### src/inc/tlal_pkg.sv
// Package for the temperature limit and alert core: register map, fields, reset values, timing.
// Assumes a 200 MHz single clock and an APB3 slave with 32-bit data.
package tlal_pkg;

  localparam int unsigned CLK_HZ          = 200_000_000;
  localparam real         CONV_TIME_MS    = 31.25;
  localparam int unsigned CONV_CYCLES     = int'(CONV_TIME_MS * CLK_HZ / 1000.0);
  localparam int unsigned RATE_W          = 4;

  // Register byte addresses
  localparam logic [7:0] ADDR_CONFIG      = 8'h00;
  localparam logic [7:0] ADDR_STATUS      = 8'h04;
  localparam logic [7:0] ADDR_RATE        = 8'h08;
  localparam logic [7:0] ADDR_MODE        = 8'h0C;
  localparam logic [7:0] ADDR_LOC_TEMP    = 8'h10;
  localparam logic [7:0] ADDR_REM_TEMP    = 8'h14;
  localparam logic [7:0] ADDR_LOC_HIGH    = 8'h18;
  localparam logic [7:0] ADDR_REM_HIGH    = 8'h1C;
  localparam logic [7:0] ADDR_REM_LOW     = 8'h20;
  localparam logic [7:0] ADDR_REM_CRIT    = 8'h24;
  localparam logic [7:0] ADDR_HYST        = 8'h28;
  localparam logic [7:0] ADDR_OFFSET      = 8'h2C;

  // Configuration fields
  localparam int unsigned CFG_ALERT_MASK  = 7;
  localparam int unsigned CFG_STANDBY     = 6;
  localparam int unsigned CFG_PIN_TACH    = 2;
  localparam int unsigned CFG_PWM_SBY_DIS = 5;
  localparam int unsigned CFG_W           = 8;
  localparam logic [7:0]  CFG_RESET       = 8'h00;

  // Mode fields
  localparam int unsigned MODE_COMPARATOR = 0;
  localparam int unsigned MODE_ARA_OFF    = 1;
  localparam logic [7:0]  MODE_RESET      = 8'h00;

  // Status fields
  localparam int unsigned ST_BUSY         = 7;
  localparam int unsigned ST_LOC_HIGH     = 6;
  localparam int unsigned ST_REM_HIGH     = 4;
  localparam int unsigned ST_REM_LOW      = 3;
  localparam int unsigned ST_OPEN         = 2;
  localparam int unsigned ST_REM_CRIT     = 1;
  localparam logic [7:0]  ST_ALERT_BITS   = 8'h5A;

  localparam logic [7:0]  LOC_HIGH_RESET  = 8'h46;
  localparam logic [15:0] REM_HIGH_RESET  = 16'h4600;
  localparam logic [15:0] REM_LOW_RESET   = 16'h0000;
  localparam logic [7:0]  REM_CRIT_RESET  = 8'h55;
  localparam logic [7:0]  HYST_RESET      = 8'h04;
  localparam logic [7:0]  RATE_RESET      = 8'h08;
  localparam logic [15:0] REM_RESULT_MASK = 16'hFFE0;

  typedef struct packed {
    logic        valid;
    logic [7:0]  local_temp;
    logic [15:0] remote_temp;
    logic        open_diode;
  } tlal_sample_t;

  typedef struct packed {
    logic [31:0] prdata;
    logic        pready;
    logic        pslverr;
  } tlal_apb_rsp_t;

endpackage : tlal_pkg

### src/tlal_core.sv
// Temperature limit and alert core: conversion sequencing, offset, limits, status, alert pin.
// Assumes an APB3 master on the same clock and an analog front end that delivers one
// sample per conversion and holds it valid until the conversion time is up.
//
// Implementation choices: the placing of the registers and the APB interface to the registers.
`timescale 1ns/10ps

// Function
// - Conversion measures both, updates registers, 31.25ms
// - Lower rate inserts idle delay between conversions
// - Remote result is 11 bits left-justified
// - Local reading and limits are bytes
// - Remote reading adds signed offset pair
// - Compare readings against limits, set flags
// - Unmasked alert pulls low on non-busy/open flag
// - Mask zero enables, mask one suppresses alert
// - Pin-select zero makes pin the alert output
// - Comparator mode releases alert when condition clears
// - Interrupt-mode status read with flags sets mask
// - Interrupt-mode flags clear only on status read
// - Interrupt-mode status read clears flags, releases alert, masks
// - Standby stops continuous conversions
// - Bit 5 chooses PWM keep or disable in standby
// - Hysteresis from programmable register applies to limits
// - Alert-response address sent releases alert, sets mask
// - Mask and alert-response bits reset low
module tlal_core
  import tlal_pkg::*;
#(
  parameter int unsigned CONV_CYC = CONV_CYCLES
)(
  input  wire logic                 clock,
  input  wire logic                 rst_b,
  input  wire logic                 psel,
  input  wire logic                 penable,
  input  wire logic                 pwrite,
  input  wire logic [7:0]           paddr,
  input  wire logic [31:0]          pwdata,
  output tlal_pkg::tlal_apb_rsp_t   apb_rsp,
  input  tlal_pkg::tlal_sample_t    sample,
  output logic                      conv_start,
  input  wire logic                 ara_addr_sent,
  output logic                      alert_oe_b,
  output logic                      tach_select,
  output logic                      pwm_enable,
  output logic                      busy
);
  import tlal_pkg::*;

  typedef enum logic [2:0] {
    TLAL_IDLE = 3'b001,
    TLAL_CONV = 3'b010,
    TLAL_WAIT = 3'b100
  } tlal_state_t;

  tlal_state_t   state, next_state;
  logic [31:0]   timer, next_timer;
  logic [3:0]    idle_left, next_idle_left;
  logic [7:0]    config_reg, next_config_reg;
  logic [7:0]    mode_reg, next_mode_reg;
  logic [7:0]    rate_reg, next_rate_reg;
  logic [7:0]    status, next_status;
  logic [7:0]    local_temp_reading, next_local_temp_reading;
  logic [15:0]   remote_temp_reading, next_remote_temp_reading;
  logic [7:0]    local_high_limit, next_local_high_limit;
  logic [15:0]   remote_high_limit, next_remote_high_limit;
  logic [15:0]   remote_low_limit, next_remote_low_limit;
  logic [7:0]    remote_critical_limit, next_remote_critical_limit;
  logic [7:0]    hysteresis_value, next_hysteresis_value;
  logic [15:0]   remote_offset, next_remote_offset;
  tlal_apb_rsp_t next_apb_rsp;
  logic          next_conv_start;
  logic          next_alert_oe_b;
  logic          wr, rd, conv_done;
  logic [15:0]   corrected;
  logic [15:0]   hyst16;
  logic [7:0]    cond;

  // A held access after pready must not act twice
  assign wr        = psel && penable && pwrite && !apb_rsp.pready;
  assign rd        = psel && penable && !pwrite && !apb_rsp.pready;
  // Early front-end strobes are ignored until the conversion time is up
  assign conv_done = (state == TLAL_CONV) && (timer >= CONV_CYC - 1) && sample.valid;
  assign hyst16    = {hysteresis_value, 8'h00};
  assign corrected = (sample.remote_temp + remote_offset) & REM_RESULT_MASK;

  // Live limit conditions, with hysteresis on the release side in comparator mode
  always_comb
  begin
    cond = 8'h00;
    cond[ST_LOC_HIGH] = $signed(local_temp_reading) > $signed(local_high_limit) ||
      (status[ST_LOC_HIGH] && $signed(local_temp_reading) >= $signed(local_high_limit - hysteresis_value));
    cond[ST_REM_HIGH] = $signed(remote_temp_reading) > $signed(remote_high_limit) ||
      (status[ST_REM_HIGH] && $signed(remote_temp_reading) >= $signed(remote_high_limit - hyst16));
    cond[ST_REM_LOW]  = $signed(remote_temp_reading) < $signed(remote_low_limit) ||
      (status[ST_REM_LOW] && $signed(remote_temp_reading) <= $signed(remote_low_limit + hyst16));
    cond[ST_REM_CRIT] = $signed(remote_temp_reading[15:8]) > $signed(remote_critical_limit) ||
      (status[ST_REM_CRIT] &&
       $signed(remote_temp_reading[15:8]) >= $signed(remote_critical_limit - hysteresis_value));
  end

  // Conversion sequencer
  always_comb
  begin
    next_state      = state;
    next_timer      = timer;
    next_idle_left  = idle_left;
    next_conv_start = 1'b0;
    unique case (state)
      TLAL_IDLE:
      begin
        if (!config_reg[CFG_STANDBY])
        begin
          next_state      = TLAL_CONV;
          next_timer      = 32'h0000_0000;
          next_conv_start = 1'b1;
        end
      end
      TLAL_CONV:
      begin
        next_timer = timer + 32'h0000_0001;
        if (timer >= CONV_CYC - 1 && sample.valid)
        begin
          next_state     = TLAL_WAIT;
          next_timer     = 32'h0000_0000;
          next_idle_left = (rate_reg[3:0] >= RATE_RESET[3:0]) ? 4'h0 :
                           RATE_RESET[3:0] - rate_reg[3:0];
        end
      end
      TLAL_WAIT:
      begin
        next_timer = timer + 32'h0000_0001;
        if (idle_left == 4'h0)
          next_state = TLAL_IDLE;
        else if (timer >= CONV_CYC - 1)
        begin
          next_timer     = 32'h0000_0000;
          next_idle_left = idle_left - 4'h1;
        end
      end
    endcase
  end

  // Registers, status flags and alert
  always_comb
  begin
    next_config_reg            = config_reg;
    next_mode_reg              = mode_reg;
    next_rate_reg              = rate_reg;
    next_status                = status;
    next_local_temp_reading    = local_temp_reading;
    next_remote_temp_reading   = remote_temp_reading;
    next_local_high_limit      = local_high_limit;
    next_remote_high_limit     = remote_high_limit;
    next_remote_low_limit      = remote_low_limit;
    next_remote_critical_limit = remote_critical_limit;
    next_hysteresis_value      = hysteresis_value;
    next_remote_offset         = remote_offset;
    next_apb_rsp               = '0;
    next_apb_rsp.pready        = psel && penable && !apb_rsp.pready;
    if (wr)
    begin
      unique case (paddr)
        ADDR_CONFIG:   next_config_reg            = pwdata[7:0];
        ADDR_RATE:     next_rate_reg              = pwdata[7:0];
        ADDR_MODE:     next_mode_reg              = pwdata[7:0];
        ADDR_LOC_HIGH: next_local_high_limit      = pwdata[7:0];
        ADDR_REM_HIGH: next_remote_high_limit     = pwdata[15:0] & REM_RESULT_MASK;
        ADDR_REM_LOW:  next_remote_low_limit      = pwdata[15:0] & REM_RESULT_MASK;
        ADDR_REM_CRIT: next_remote_critical_limit = pwdata[7:0];
        ADDR_HYST:     next_hysteresis_value      = pwdata[7:0];
        ADDR_OFFSET:   next_remote_offset         = pwdata[15:0] & REM_RESULT_MASK;
        default:       next_apb_rsp.pslverr       = 1'b1;
      endcase
    end
    if (rd)
    begin
      unique case (paddr)
        ADDR_CONFIG:   next_apb_rsp.prdata = {24'h0, config_reg};
        ADDR_STATUS:   next_apb_rsp.prdata = {24'h0, status};
        ADDR_RATE:     next_apb_rsp.prdata = {24'h0, rate_reg};
        ADDR_MODE:     next_apb_rsp.prdata = {24'h0, mode_reg};
        ADDR_LOC_TEMP: next_apb_rsp.prdata = {24'h0, local_temp_reading};
        ADDR_REM_TEMP: next_apb_rsp.prdata = {16'h0, remote_temp_reading};
        ADDR_LOC_HIGH: next_apb_rsp.prdata = {24'h0, local_high_limit};
        ADDR_REM_HIGH: next_apb_rsp.prdata = {16'h0, remote_high_limit};
        ADDR_REM_LOW:  next_apb_rsp.prdata = {16'h0, remote_low_limit};
        ADDR_REM_CRIT: next_apb_rsp.prdata = {24'h0, remote_critical_limit};
        ADDR_HYST:     next_apb_rsp.prdata = {24'h0, hysteresis_value};
        ADDR_OFFSET:   next_apb_rsp.prdata = {16'h0, remote_offset};
        default:       next_apb_rsp.pslverr = 1'b1;
      endcase
    end
    // Status read: interrupt style clears flags and, if any alert flag was set, masks the alert
    if (rd && paddr == ADDR_STATUS && !mode_reg[MODE_COMPARATOR])
    begin
      next_status = status & ~ST_ALERT_BITS;
      if ((status & ST_ALERT_BITS) != 8'h00)
        next_config_reg[CFG_ALERT_MASK] = 1'b1;
    end
    if (ara_addr_sent && !mode_reg[MODE_ARA_OFF])
      next_config_reg[CFG_ALERT_MASK] = 1'b1;
    next_status[ST_BUSY] = (next_state == TLAL_CONV);
    if (conv_done)
    begin
      next_local_temp_reading  = sample.local_temp;
      next_remote_temp_reading = sample.open_diode ? 16'h7F00 : corrected;
      next_status[ST_OPEN]     = sample.open_diode;
    end
    // Comparator style follows live conditions; interrupt style only sets (set beats read-clear)
    if (mode_reg[MODE_COMPARATOR])
      next_status = (next_status & ~ST_ALERT_BITS) | cond;
    else if (conv_done)
      next_status = next_status | (cond & ST_ALERT_BITS);
    next_alert_oe_b = !((next_status & ST_ALERT_BITS) != 8'h00 &&
                        !next_config_reg[CFG_ALERT_MASK] &&
                        !next_config_reg[CFG_PIN_TACH]);
  end

  always_ff @(posedge clock or negedge rst_b)
  begin
    if (!rst_b)
    begin
      state                 <= TLAL_IDLE;
      timer                 <= 32'h0000_0000;
      idle_left             <= 4'h0;
      config_reg            <= CFG_RESET;
      mode_reg              <= MODE_RESET;
      rate_reg              <= RATE_RESET;
      status                <= 8'h00;
      local_temp_reading    <= 8'h00;
      remote_temp_reading   <= 16'h0000;
      local_high_limit      <= LOC_HIGH_RESET;
      remote_high_limit     <= REM_HIGH_RESET;
      remote_low_limit      <= REM_LOW_RESET;
      remote_critical_limit <= REM_CRIT_RESET;
      hysteresis_value      <= HYST_RESET;
      remote_offset         <= 16'h0000;
      apb_rsp               <= '0;
      conv_start            <= 1'b0;
      alert_oe_b            <= 1'b1;
      tach_select           <= 1'b0;
      pwm_enable            <= 1'b1;
      busy                  <= 1'b0;
    end
    else
    begin
      state                 <= next_state;
      timer                 <= next_timer;
      idle_left             <= next_idle_left;
      config_reg            <= next_config_reg;
      mode_reg              <= next_mode_reg;
      rate_reg              <= next_rate_reg;
      status                <= next_status;
      local_temp_reading    <= next_local_temp_reading;
      remote_temp_reading   <= next_remote_temp_reading;
      local_high_limit      <= next_local_high_limit;
      remote_high_limit     <= next_remote_high_limit;
      remote_low_limit      <= next_remote_low_limit;
      remote_critical_limit <= next_remote_critical_limit;
      hysteresis_value      <= next_hysteresis_value;
      remote_offset         <= next_remote_offset;
      apb_rsp               <= next_apb_rsp;
      conv_start            <= next_conv_start;
      alert_oe_b            <= next_alert_oe_b;
      tach_select           <= next_config_reg[CFG_PIN_TACH];
      pwm_enable            <= !(next_config_reg[CFG_STANDBY] && next_config_reg[CFG_PWM_SBY_DIS]);
      busy                  <= next_state == TLAL_CONV;
    end
  end

endmodule : tlal_core

### config.mk
export PLATFORM = sky130hd
export DESIGN_NAME = tlal_core
export DESIGN_NICKNAME = d
export VERILOG_FILES = /design/src/inc/tlal_pkg.sv /design/src/tlal_core.sv
export SDC_FILE = /design/constraint.sdc
export NUM_CORES = 1
export LEC_CHECK = 0
export BUFFER_PORTS_ARGS = -buffer_cell sky130_fd_sc_hd__clkbuf_2
export CAP_MARGIN = 20
export CORE_ASPECT_RATIO = 1.75
export CORE_MARGIN = 1
export CORE_UTILIZATION = 30
export CTS_CLUSTER_SIZE = 8
export DETAILED_ROUTE_END_ITERATION = 12
export PLACE_DENSITY = 0.42
export SLEW_MARGIN = 15
export SYNTH_ARGS = -nofsm -noshare
export SYNTH_HDL_FRONTEND = slang
export SYNTH_SLANG_ARGS = --single-unit
### constraint.sdc
create_clock -name clock -period 3.5 [get_ports clock]
set_clock_uncertainty 0.05 [all_clocks]
set_input_delay 0.7 -clock clock [delete_from_list [all_inputs] [get_ports clock]]
set_output_delay 0.7 -clock clock [all_outputs]
set_load 0.05 [all_outputs]
==> results of run 1 <==
## cell type report
type	instances	area share
multi-input cells	824	0.4932
flip-flops and latches	166	0.3274
repair buffers	119	0.05741
well taps	470	0.04613
clock buffers	20	0.03582
inverters	85	0.02522
clock inverters	12	0.01482
## path summary, 6_finish.rpt
path,cells after the start,startpoint,endpoint
worst min register to register,1,apb_rsp[1],apb_rsp[1]
max in group asynchronous,2,rst_b,local_high_limit[2]
min in group clock,1,apb_rsp[1],apb_rsp[1]
worst min-delay path,1,rst_b,remote_offset[10]
worst max-delay path,18,hysteresis_value[0],alert_oe_b
worst max register to register,18,hysteresis_value[0],alert_oe_b
## cells by family (layout without fill, tap and decap cells)
logic type	after synthesis	count (layout)	synth area share
adders and majority gates	116	116	0.1367
muxes	82	82	0.08444
xor gates and xnor gates	59	59	0.04745
and+or+nand+nor	317	317	0.1565
AOI/OAI and AO/OA	234	234	0.1404
buffers and inverters	124	236	0.05101
other	1	16	0.0003443
DFF	166	166	0.3832
## cell usage in the layout, fill, tap and decap left out, types with 10 or more instances in the layout
cell,netlist,layout
nand3_1,33,33
a21oi_1,70,64
dfrtp_1,151,150
nor2_1,79,76
a22oi_1,37,37
clkbuf_2,0,72
ha_1,111,110
mux2_2,79,79
nand2b_1,13,13
clkbuf_16,0,17
and3_1,13,11
nand2_1,85,85
a31oi_1,15,15
inv_1,85,84
dfstp_2,15,15
xor2_1,27,27
xnor2_1,32,32
buf_4,18,45
o21ai_0,37,33
nor2b_1,11,10
nor3_1,12,11
nand4_1,13,13
conb_1,1,16
## Yosys cell counts, drive strengths merged (7+ instances only)
cell      n
buf      32
dfstp    15
xor2     27
o21ai    38
nand2    93
ha      111
nor2     87
nand2b   13
dfrtp   151
nand3b    7
a21o      9
a221oi    7
a41oi     7
a22o      9
nor3     16
mux2     79
nand4    13
inv      85
a31oi    16
nor4      9
a22oi    37
and3     14
a21oi    71
nor2b    11
xnor2    32
nand3    36
clkbuf    7
## power breakdown
part	internal (mW)	switching, mW	total [mW]
Combinational	0.175	0.286	0.461
Sequential	1.96	0.0779	2.04
Clock	1.25	0.859	2.11
Total	3.39	1.22	4.61
## routing by layer
| metal | routed length [um] | share of wire | track usage | up-vias |
|---|---|---|---|---|
| met4 | 1759 | 0.050 | 0.1182 | 0 |
| met2 | 20410 | 0.58 | 0.3974 | 128 |
| met3 | 752 | 0.021 | 0.02855 | 58 |
| li1 | - | - | - | 4142 |
| met5 | 0 | 0 | 0 | - |
| met1 | 12480 | 0.35 | 0.1902 | 4230 |
## what timing repair did
action | in CTS | in global routing
setup buffers | 0 | 3
hold buffers | 0 | 0
resized for setup | 9 | 14
cloned | 0 | 0
pin swaps | 2 | 12
endpoints found under the setup margin | 2 | 3
endpoints found under the hold margin | 0 | 0
## critical path, cell delays in order, from the launching register on
cell and delay, ns:
dfrtp_1 0.36, buf_4 0.14, buf_4 0.12, ha_1 0.17, inv_1 0.06, fa_1 0.41
a21oi_1 0.19, nor2_1 0.07, nor2_2 0.14, o21bai_1 0.10, a21oi_1 0.19, xor2_1 0.17
ha_1 0.26, inv_1 0.06, o211ai_1 0.09, a31oi_1 0.17, a31oi_1 0.11, a21o_1 0.19
o311ai_2 0.27
==> out/metrics.cfg, run 1 <==
[logic_synthesis]
yosysUniqueCellTypes=74
synth_area_leaders=dfrtp_1, ha_1, mux2_2
synth_area_um2=10890
yosys_warnings=0
ys_seq_area_frac=0.3832
netlist.area_leader.share=0.3470
synth_top_area_cell=dfrtp_1
synth-edff-count=0
synth_ff_type=dfrtp_1
synthCells=1099
synth-seq-cells=166
async_flop_share=1.000
avgSynthCellArea_um2=9.909

[job]
maxCapViolations=0

[die]
start_util=0.3032
die_area_um2=37100
io_pins=111
die_w_um=146.0
rows=92
core_area_um2=35910
die_height_um=254.0

[power]
irDropWorstVdd_uv=303.7
power_mw=4.609
powerDensity_nw_per_um2=361.5
p_leak_nw=6.011

[sta]
layout_setup_ws_ns=0.08607
hold_violations=0
slew_viol_final=0
setup_viol=0
tns_ns=0
grt_setup_unrepaired=yes
post-route-period-util=0.9754
period_minus_slack_ns=3.414
clock.fmax_ghz=0.2929
whs_ns=0.2191
tightest_slew_ns=0.7360
maxSlewHeadroom=0.5081

[grt]
grt_max_degree=65
grt_first_pass_wirelength_um=53890
track_usage=0.1992
grt-ovfl-total=0
antenna_found_initial=0
grt_pass1_vias=9036

[finish]
multi_input_area_um2=6287
post-route-cell-area_um2=12750
final_nets=1401
fillCellCount=3767
n_antenna_cell=0
largest_register_ffs=32
top_register=timer
drive_gt1_frac=0.2447
top_regs=timer: 32 flops, apb_rsp: 18 flops
utilization=0.3550
fin_cells=1696
syn_to_final_growth_pct=17.06
regArea_um2=4174

[clock_tree]
htree_num_levels=4
cts_made_buffers=17
cts.clk_slew.worst_paths_ns=0.07
cts_root_buffer=clkbuf_16
cts.sinks=166
clock_path_buffers=2
cts_tree=done
insertion_delay_ns=0.45

[drt]
drcViolationCount=0
wirelength_um=35400
ant_nets=0
dr.pass1.iters=4
vias=8558
routedWlPerCell_um=20.87
routed_via_density=5.046
drtIter0Drc=283

[setup_path]
arrival_ns=3.72
endpoint_kind=flop
r2r_setup_slack_ns=0.09
setup.worst_path.class=flop to flop
cp.required_ns=3.81
worstPathMaxFanout=3
cp-start-kind=flop

[placed_design]
dp_cells=1661
port_buffers=73
placed_area_um2=12020
hpwlAfterDp_um=28280
gp_congestion=0.8593
pre_cts_ws_ns=-0.2191

[run_status]
outcome=completed

[hold_path]
min_path_type=input pin to async pin

(Power assumes the default switching activity.)
==> run 2: changes to the inputs <==
--- a/config.mk
+++ b/config.mk
@@ -5,9 +5,10 @@
 export SDC_FILE = /design/constraint.sdc
 export NUM_CORES = 1
 export LEC_CHECK = 0
+export ABC_AREA = 1
 export BUFFER_PORTS_ARGS = -buffer_cell sky130_fd_sc_hd__clkbuf_2
 export CAP_MARGIN = 20
-export CORE_ASPECT_RATIO = 1.75
+export CORE_ASPECT_RATIO = 0.75
 export CORE_MARGIN = 1
 export CORE_UTILIZATION = 30
 export CTS_CLUSTER_SIZE = 8
==> out/metrics.cfg, run 2 <==
[run_status]
outcome=completed

[finish]
syn_to_final_growth_pct=16.97  ; about the same
final_common_cell=nand2_1
largest_register_ffs=32  ; unchanged
layout_common_cells=nand2_1, inv_1, dfrtp_1, o21ai_0, ha_1
n_antenna_cell=0  ; unchanged
drive_gt1_frac=0.1623  ; -0.08238
final_nets=1709  ; +22%
top_regs=timer: 32 flops, apb_rsp: 18 flops
fillCellCount=3897  ; +3.5%
utilization=0.3563  ; +0.001327
top_register=timer

[logic_synthesis]
async_flop_share=1.000  ; unchanged
synth_area_leaders=dfrtp_1, ha_1, nand2_1
synth_area_um2=11280  ; +3.5%
netlist.area_leader.share=0.3351  ; -0.01186
ys_seq_area_frac=0.3701  ; -0.01310
avgSynthCellArea_um2=7.969  ; -20%
yosys-top-cells-count=nand2_1, inv_1, dfrtp_1
synth-edff-count=0  ; unchanged
synth-seq-cells=166  ; unchanged
synth_ff_type=dfrtp_1
synthCells=1415  ; +29%
synth_top_area_cell=dfrtp_1
yosys_warnings=0  ; unchanged
synth.most_common_cell=nand2_1
yosysUniqueCellTypes=59  ; -20%

[clock_tree]
insertion_delay_ns=0.45  ; about the same
cts_root_buffer=clkbuf_16
cts_made_buffers=17  ; unchanged
cts.sinks=166  ; unchanged
hold_buffers=0  ; unchanged
htree_num_levels=4  ; unchanged
cts.clk_slew.worst_paths_ns=0.07  ; about the same
cts_tree=done
clock_path_buffers=2  ; unchanged

[sta]
maxSlewHeadroom=0.4736  ; -0.03447
layout_setup_ws_ns=0.02271  ; -0.06336 ns
grt_setup_unrepaired=yes
slew_viol_final=0  ; unchanged
post-route-period-util=0.9935  ; +0.01810
period_minus_slack_ns=3.477  ; +0.06336 ns
hold_violations=0  ; unchanged
setup_viol=0  ; unchanged
tightest_slew_ns=0.7887  ; +0.05262 ns
clock.fmax_ghz=0.2876  ; -1.8%

[grt]
grt_first_pass_wirelength_um=55350  ; +2.7%
grt_pass1_vias=9299  ; +2.9%
grt-ovfl-total=0  ; unchanged
grt_max_degree=70  ; +7.7%
track_usage=0.1929  ; -0.006257
antenna_found_initial=1  ; +1

[drt]
routed_via_density=4.724  ; -6.4%
drtIter0Drc=633  ; +120%
vias=9627  ; +12%
routedWlPerCell_um=17.39  ; -17%
drcViolationCount=0  ; unchanged
dr.pass1.iters=5  ; +1
wirelength_um=35440  ; +0.11%
ant_nets=0  ; unchanged

[die]
io_pins=111  ; unchanged
die_height_um=169.9  ; -33%
die_area_um2=38370  ; +3.4%
start_util=0.3046  ; +0.001381
rows=61  ; -34%
die_w_um=225.9  ; +55%
core_area_um2=37020  ; +3.1%

[job]
maxCapViolations=0  ; unchanged

[setup_path]
crit_top_cell=nand2_1
rr_startpoint=hysteresis_value[2]
r2r_setup_slack_ns=0.02  ; -0.06 ns
cp.required_ns=3.83  ; +0.02 ns
rr_endpoint=alert_oe_b
rr_worst_depth=23  ; +5
cp-start-kind=flop
endpoint_kind=flop
critical-path-top-delay-family=simple AND/OR/NAND/NOR gates
max_stage_delay_ns=0.56  ; +0.15 ns
path_cells=clkinvlp_4 > ha_4 > a21oi_2 > nand2_1 > a21oi_2 > o21ai_2 > a21o_1 > a21oi_2 > xor2_1 > ha_1 > nand2_2 > nor2_2 > and2_4 > nand2_2 > nand4_1 > nand3_2 > nand2_1 > nand2_1 > nand2_1 > nand2_2 > nor2_1 > nand2_1 > nand2_1
setup.worst_path.class=flop to flop
crit_slowest_cell=dfstp_2
cp.buffers_inverters=1  ; -3
arrival_ns=3.81  ; +0.09 ns
worstPathMaxFanout=4  ; +1

[placed_design]
gp_congestion=0.8379  ; -2.5%
hpwlAfterDp_um=27470  ; -2.9%
pre_cts_ws_ns=-0.05185  ; +0.1672 ns
port_buffers=73  ; unchanged

[power]
powerDensity_nw_per_um2=338.5  ; -6.4%
p_leak_nw=6.143  ; +2.2%
irDropWorstVdd_uv=299.5  ; -1.4%

[hold_path]
min_path_type=input pin to async pin

-- run 2: cell types whose count changed after synthesis, moves of 15 or more --
cell,change
a22oi_1,-32
inv_1,+115
mux2_2,-79
nand2_1,+246
nand3_1,+29
o21ai_0,+80
o22ai_1,+26
xnor2_1,-15
-- run 2: how the worst max path moves through the flow --
stage | from | end | slack (ns) | depth (start not counted)
finish | hysteresis_value[2] | alert_oe_b | 0.02 | 23
global route | hysteresis_value[2] | alert_oe_b | -0.16 | 23
CTS | hysteresis_value[2] | alert_oe_b | 0.002 | 22
detailed placement | hysteresis_value[2] | alert_oe_b | -0.05 | 23
global placement | hysteresis_value[2] | alert_oe_b | -0.02 | 24
floorplan | hysteresis_value[2] | alert_oe_b | 0.45 | 24
-- run 2: per-layer routing --
metal  routed length [um]  GRT usage
met3                 1224    0.03280
met4                  312    0.03815
met1                20240     0.3125
met2                13650     0.2589
met5                   12          0
-- run 2: cells by family (layout without fill, tap and decap cells) --
family                   Yosys count  count (layout)  share of synthesized area
AO/OA/AOI/OAI                    270             270                     0.1437
XOR/XNOR                          56              56                    0.04350
adder cells (fa/ha/maj)          116             116                     0.1320
buffers and inverters            247             351                    0.09188
flip-flops                       166             166                     0.3701
other                              1              16                  0.0003326
AND/OR/NAND/NOR                  559             559                     0.2185
-- run 2: worst register-to-register path: cells and delay by family, from the launching register on --
family	cells	cell delay, ns
buffers and inverters	1	0.23
XOR/XNOR	1	0.08
AND/OR/NAND/NOR	14	1.18
adder cells (fa/ha/maj)	2	0.65
flip-flops	1	0.56
AO/OA/AOI/OAI	5	0.67
-- run 2: repair_timing --
action / 4_1_cts / 5_1_grt
endpoints found under the setup margin: 1 / 5
gates resized for setup: 10 / 34
setup buffers: 9 / 6
pin swaps: 8 / 29
-- run 2: cell type report --
type | count | area [um^2] | share of cell area
clock inverters | 13 | 168.9 | 0.01281
repair buffers | 111 | 681.9 | 0.05170
flip-flops and latches | 166 | 4173 | 0.3164
well taps | 504 | 630.6 | 0.04781
multi-input cells | 1017 | 6295 | 0.4773
clock buffers | 19 | 452.9 | 0.03434
inverters | 208 | 787.0 | 0.05967
-- run 2: metrics by stage --
step / setup TNS [ns] / instance area (um^2) / total power, mW / hold WS, ns / instances
2_1_floorplan: 0 / 11330 / 2.256 / 0.3544 / 1430
3_3_place_gp: -0.01539 / 12280 / 2.409 / 0.4156 / 1991
3_5_place_dp: -0.05185 / 12280 / 2.410 / 0.4161 / 1991
4_1_cts: 0 / 13020 / 4.496 / 0.2471 / 2032
5_1_grt: -0.1560 / 13190 / 4.655 / 0.2837 / 2038
6_report: 0 / 13190 / 4.464 / 0.2252 / 2038
-- run 2: power by group --
group / internal [mW] / switching (mW)
logic: 0.161 / 0.288
clock network: 1.17 / 0.882
registers: 1.94 / 0.0235
total: 3.27 / 1.19
==> run 3: changes to the inputs <==
--- a/config.mk
+++ b/config.mk
@@ -14,6 +14,7 @@
 export CTS_CLUSTER_SIZE = 8
 export DETAILED_ROUTE_END_ITERATION = 12
 export PLACE_DENSITY = 0.42
+export RECOVER_POWER = 100
 export SLEW_MARGIN = 15
 export SYNTH_ARGS = -nofsm -noshare
 export SYNTH_HDL_FRONTEND = slang
==> out/metrics.cfg, run 3 (synthesis gave the netlist of run 2 again) <==
[setup_path]
cp.buffers_inverters=1  ; unchanged
critical-path-top-delay-family=simple AND/OR/NAND/NOR gates
crit_cells=23  ; unchanged
max_stage_delay_ns=0.56  ; about the same
cp.required_ns=3.83  ; about the same
worstPathMaxFanout=4  ; unchanged
cp-start-kind=flop
rr_worst_depth=23  ; unchanged
path_cells=clkinvlp_4 > ha_4 > a21oi_2 > nand2_1 > a21oi_2 > o21ai_2 > a21o_1 > a21oi_2 > xor2_1 > ha_1 > nand2_2 > nor2_2 > and2_4 > nand2_2 > nand4_1 > nand3_2 > nand2_1 > nand2_1 > nand2_1 > nand2_2 > nor2_1 > nand2_1 > nand2_1
setup.worst_path.class=flop to flop
arrival_ns=3.83  ; +0.02 ns
crit_top_cell=nand2_1
endpoint_kind=flop
crit_slowest_cell=dfstp_2

[power]
powerDensity_nw_per_um2=344.0  ; +1.6%
irDropWorstVdd_uv=299.4  ; about the same
p_leak_nw=6.004  ; -2.3%

[clock_tree]
cts_tree=done
htree_num_levels=4  ; unchanged
cts.clk_slew.worst_paths_ns=0.07  ; about the same
cts_root_buffer=clkbuf_16
clock_path_buffers=2  ; unchanged
cts_made_buffers=17  ; unchanged
cts.sinks=166  ; unchanged
insertion_delay_ns=0.45  ; about the same

[grt]
antenna_found_initial=1  ; unchanged
grt_max_degree=70  ; unchanged
grt_pass1_vias=9299  ; unchanged
grt-ovfl-total=0  ; unchanged
track_usage=0.1929  ; unchanged
grt_first_pass_wirelength_um=55350  ; unchanged

[sta]
maxSlewHeadroom=-0.2413  ; -0.7150
post-route-period-util=0.9992  ; +0.005658
slew_viol_final=70  ; +70
grt_setup_unrepaired=yes
period_minus_slack_ns=3.497  ; +0.01980 ns
setup_viol=0  ; unchanged
layout_setup_ws_ns=0.002903  ; -0.01980 ns
clock.fmax_ghz=0.2860  ; -0.57%
hold_violations=0  ; unchanged
tightest_slew_ns=1.862  ; +1.073 ns

[finish]
post-route-cell-area_um2=12960  ; -1.7%
fillCellCount=3947  ; +1.3%
final_common_cell=nand2_1
top_register=timer
top_regs=timer: 32 flops, apb_rsp: 18 flops
final_nets=1709  ; unchanged
regArea_um2=4173  ; unchanged
utilization=0.3502  ; -0.006050
drive_gt1_frac=0.1284  ; -0.03390
layout_common_cells=nand2_1, inv_1, dfrtp_1, o21ai_0, ha_1
multi_input_area_um2=6162  ; -2.1%
largest_register_ffs=32  ; unchanged
n_antenna_cell=0  ; unchanged
syn_to_final_growth_pct=14.98

[run_status]
violations=capacitance limit, slew limit
outcome=finished with violations

[placed_design]
gp_congestion=0.8379  ; unchanged
pre_cts_ws_ns=-0.05185  ; unchanged
port_buffers=73  ; unchanged
placed_area_um2=12280  ; unchanged
hpwlAfterDp_um=27470  ; unchanged

[drt]
wirelength_um=35440  ; about the same
vias=9640  ; +0.14%
drtIter0Drc=693  ; +9.5%
dr.pass1.iters=5  ; unchanged
ant_nets=0  ; unchanged
routed_via_density=4.730  ; +0.14%
drcViolationCount=0  ; unchanged
routedWlPerCell_um=17.39  ; about the same

[hold_path]
min_path_type=input pin to flop
holdPathStages=3

[die]
start_util=0.3046  ; unchanged
die_height_um=169.9  ; unchanged
io_pins=111  ; unchanged
die_w_um=225.9  ; unchanged
die_area_um2=38370  ; unchanged
core_area_um2=37020  ; unchanged
rows=61  ; unchanged

[job]
maxCapViolations=1  ; +1

==> run 3: final timing paths <==
path,start,to,slack [ns]
worst max-delay path,hysteresis_value[2],alert_oe_b,0.003
worst min-delay path,sample[18],local_temp_reading[1],0.42
worst max register to register,hysteresis_value[2],alert_oe_b,0.003
worst min register to register,config_reg[6],conv_start,0.42
max in group asynchronous,rst_b,remote_temp_reading[14],0.71
min in group asynchronous,rst_b,idle_left[1],0.71
==> run 3: power by group <==
group	switching [mW]	leakage [nW]	total (mW)	internal [mW]
sequential	0.0234	2.13	1.96	1.94
clock	0.886	0.293	2.06	1.17
combinational	0.287	3.58	0.442	0.155
==> run 3: layer usage <==
| metal | vias to the layer above | routed length, um | part of all wire | GRT usage |
|---|---|---|---|---|
| li1 | 4891 | - | - | - |
| met3 | 20 | 1335 | 0.038 | 0.03280 |
| met2 | 158 | 13650 | 0.39 | 0.2589 |
| met5 | - | 12 | 0.00034 | 0 |
| met1 | 4569 | 20130 | 0.57 | 0.3125 |
| met4 | 2 | 315 | 0.0089 | 0.03815 |
==> run 3: final cells by class <==
| cell class | instances | share of cell area |
|---|---|---|
| Sequential cell | 166 | 0.3218 |
| Clock buffer | 19 | 0.03494 |
| Timing Repair Buffer | 111 | 0.04555 |
| Multi-Input combinational cell | 1017 | 0.4753 |
| Tap cell | 504 | 0.04864 |
| Inverter | 208 | 0.06070 |
| Clock inverter | 13 | 0.01303 |
==> run 3: per-stage QoR <==
step | hold slack, ns | total power [mW] | instances | TNS [ns]
2_1_floorplan | 0.3544 | 2.256 | 1430 | 0
3_3_place_gp | 0.4156 | 2.409 | 1991 | -0.01539
3_5_place_dp | 0.4161 | 2.410 | 1991 | -0.05185
4_1_cts | 0.2471 | 4.496 | 2032 | 0
5_1_grt | 0.4144 | 4.647 | 2038 | -0.1560
6_report | 0.4162 | 4.461 | 2038 | 0
==> run 3: what timing repair did <==
action                                  in CTS  in global routing
gates resized for setup                     10                 34
endpoints found under the setup margin       1                  5
hold buffers                                 0                  0
pin swaps                                    8                 29
buffers inserted                             9                  6
==> run 3: worst register-to-register path: stages (launching register included) <==
cell	delay [ns]
dfstp_2	0.56
clkinvlp_4	0.23
ha_4	0.31
a21oi_2	0.14
nand2_1	0.10
a21oi_2	0.16
o21ai_2	0.07
a21o_1	0.16
a21oi_2	0.14
xor2_1	0.08
ha_1	0.34
nand2_2	0.08
nor2_2	0.10
and2_4	0.16
nand2_2	0.06
nand4_1	0.11
nand3_2	0.09
nand2_1	0.06
nand2_1	0.05
nand2_1	0.07
nand2_2	0.06
nor2_1	0.10
nand2_1	0.08
nand2_1	0.07
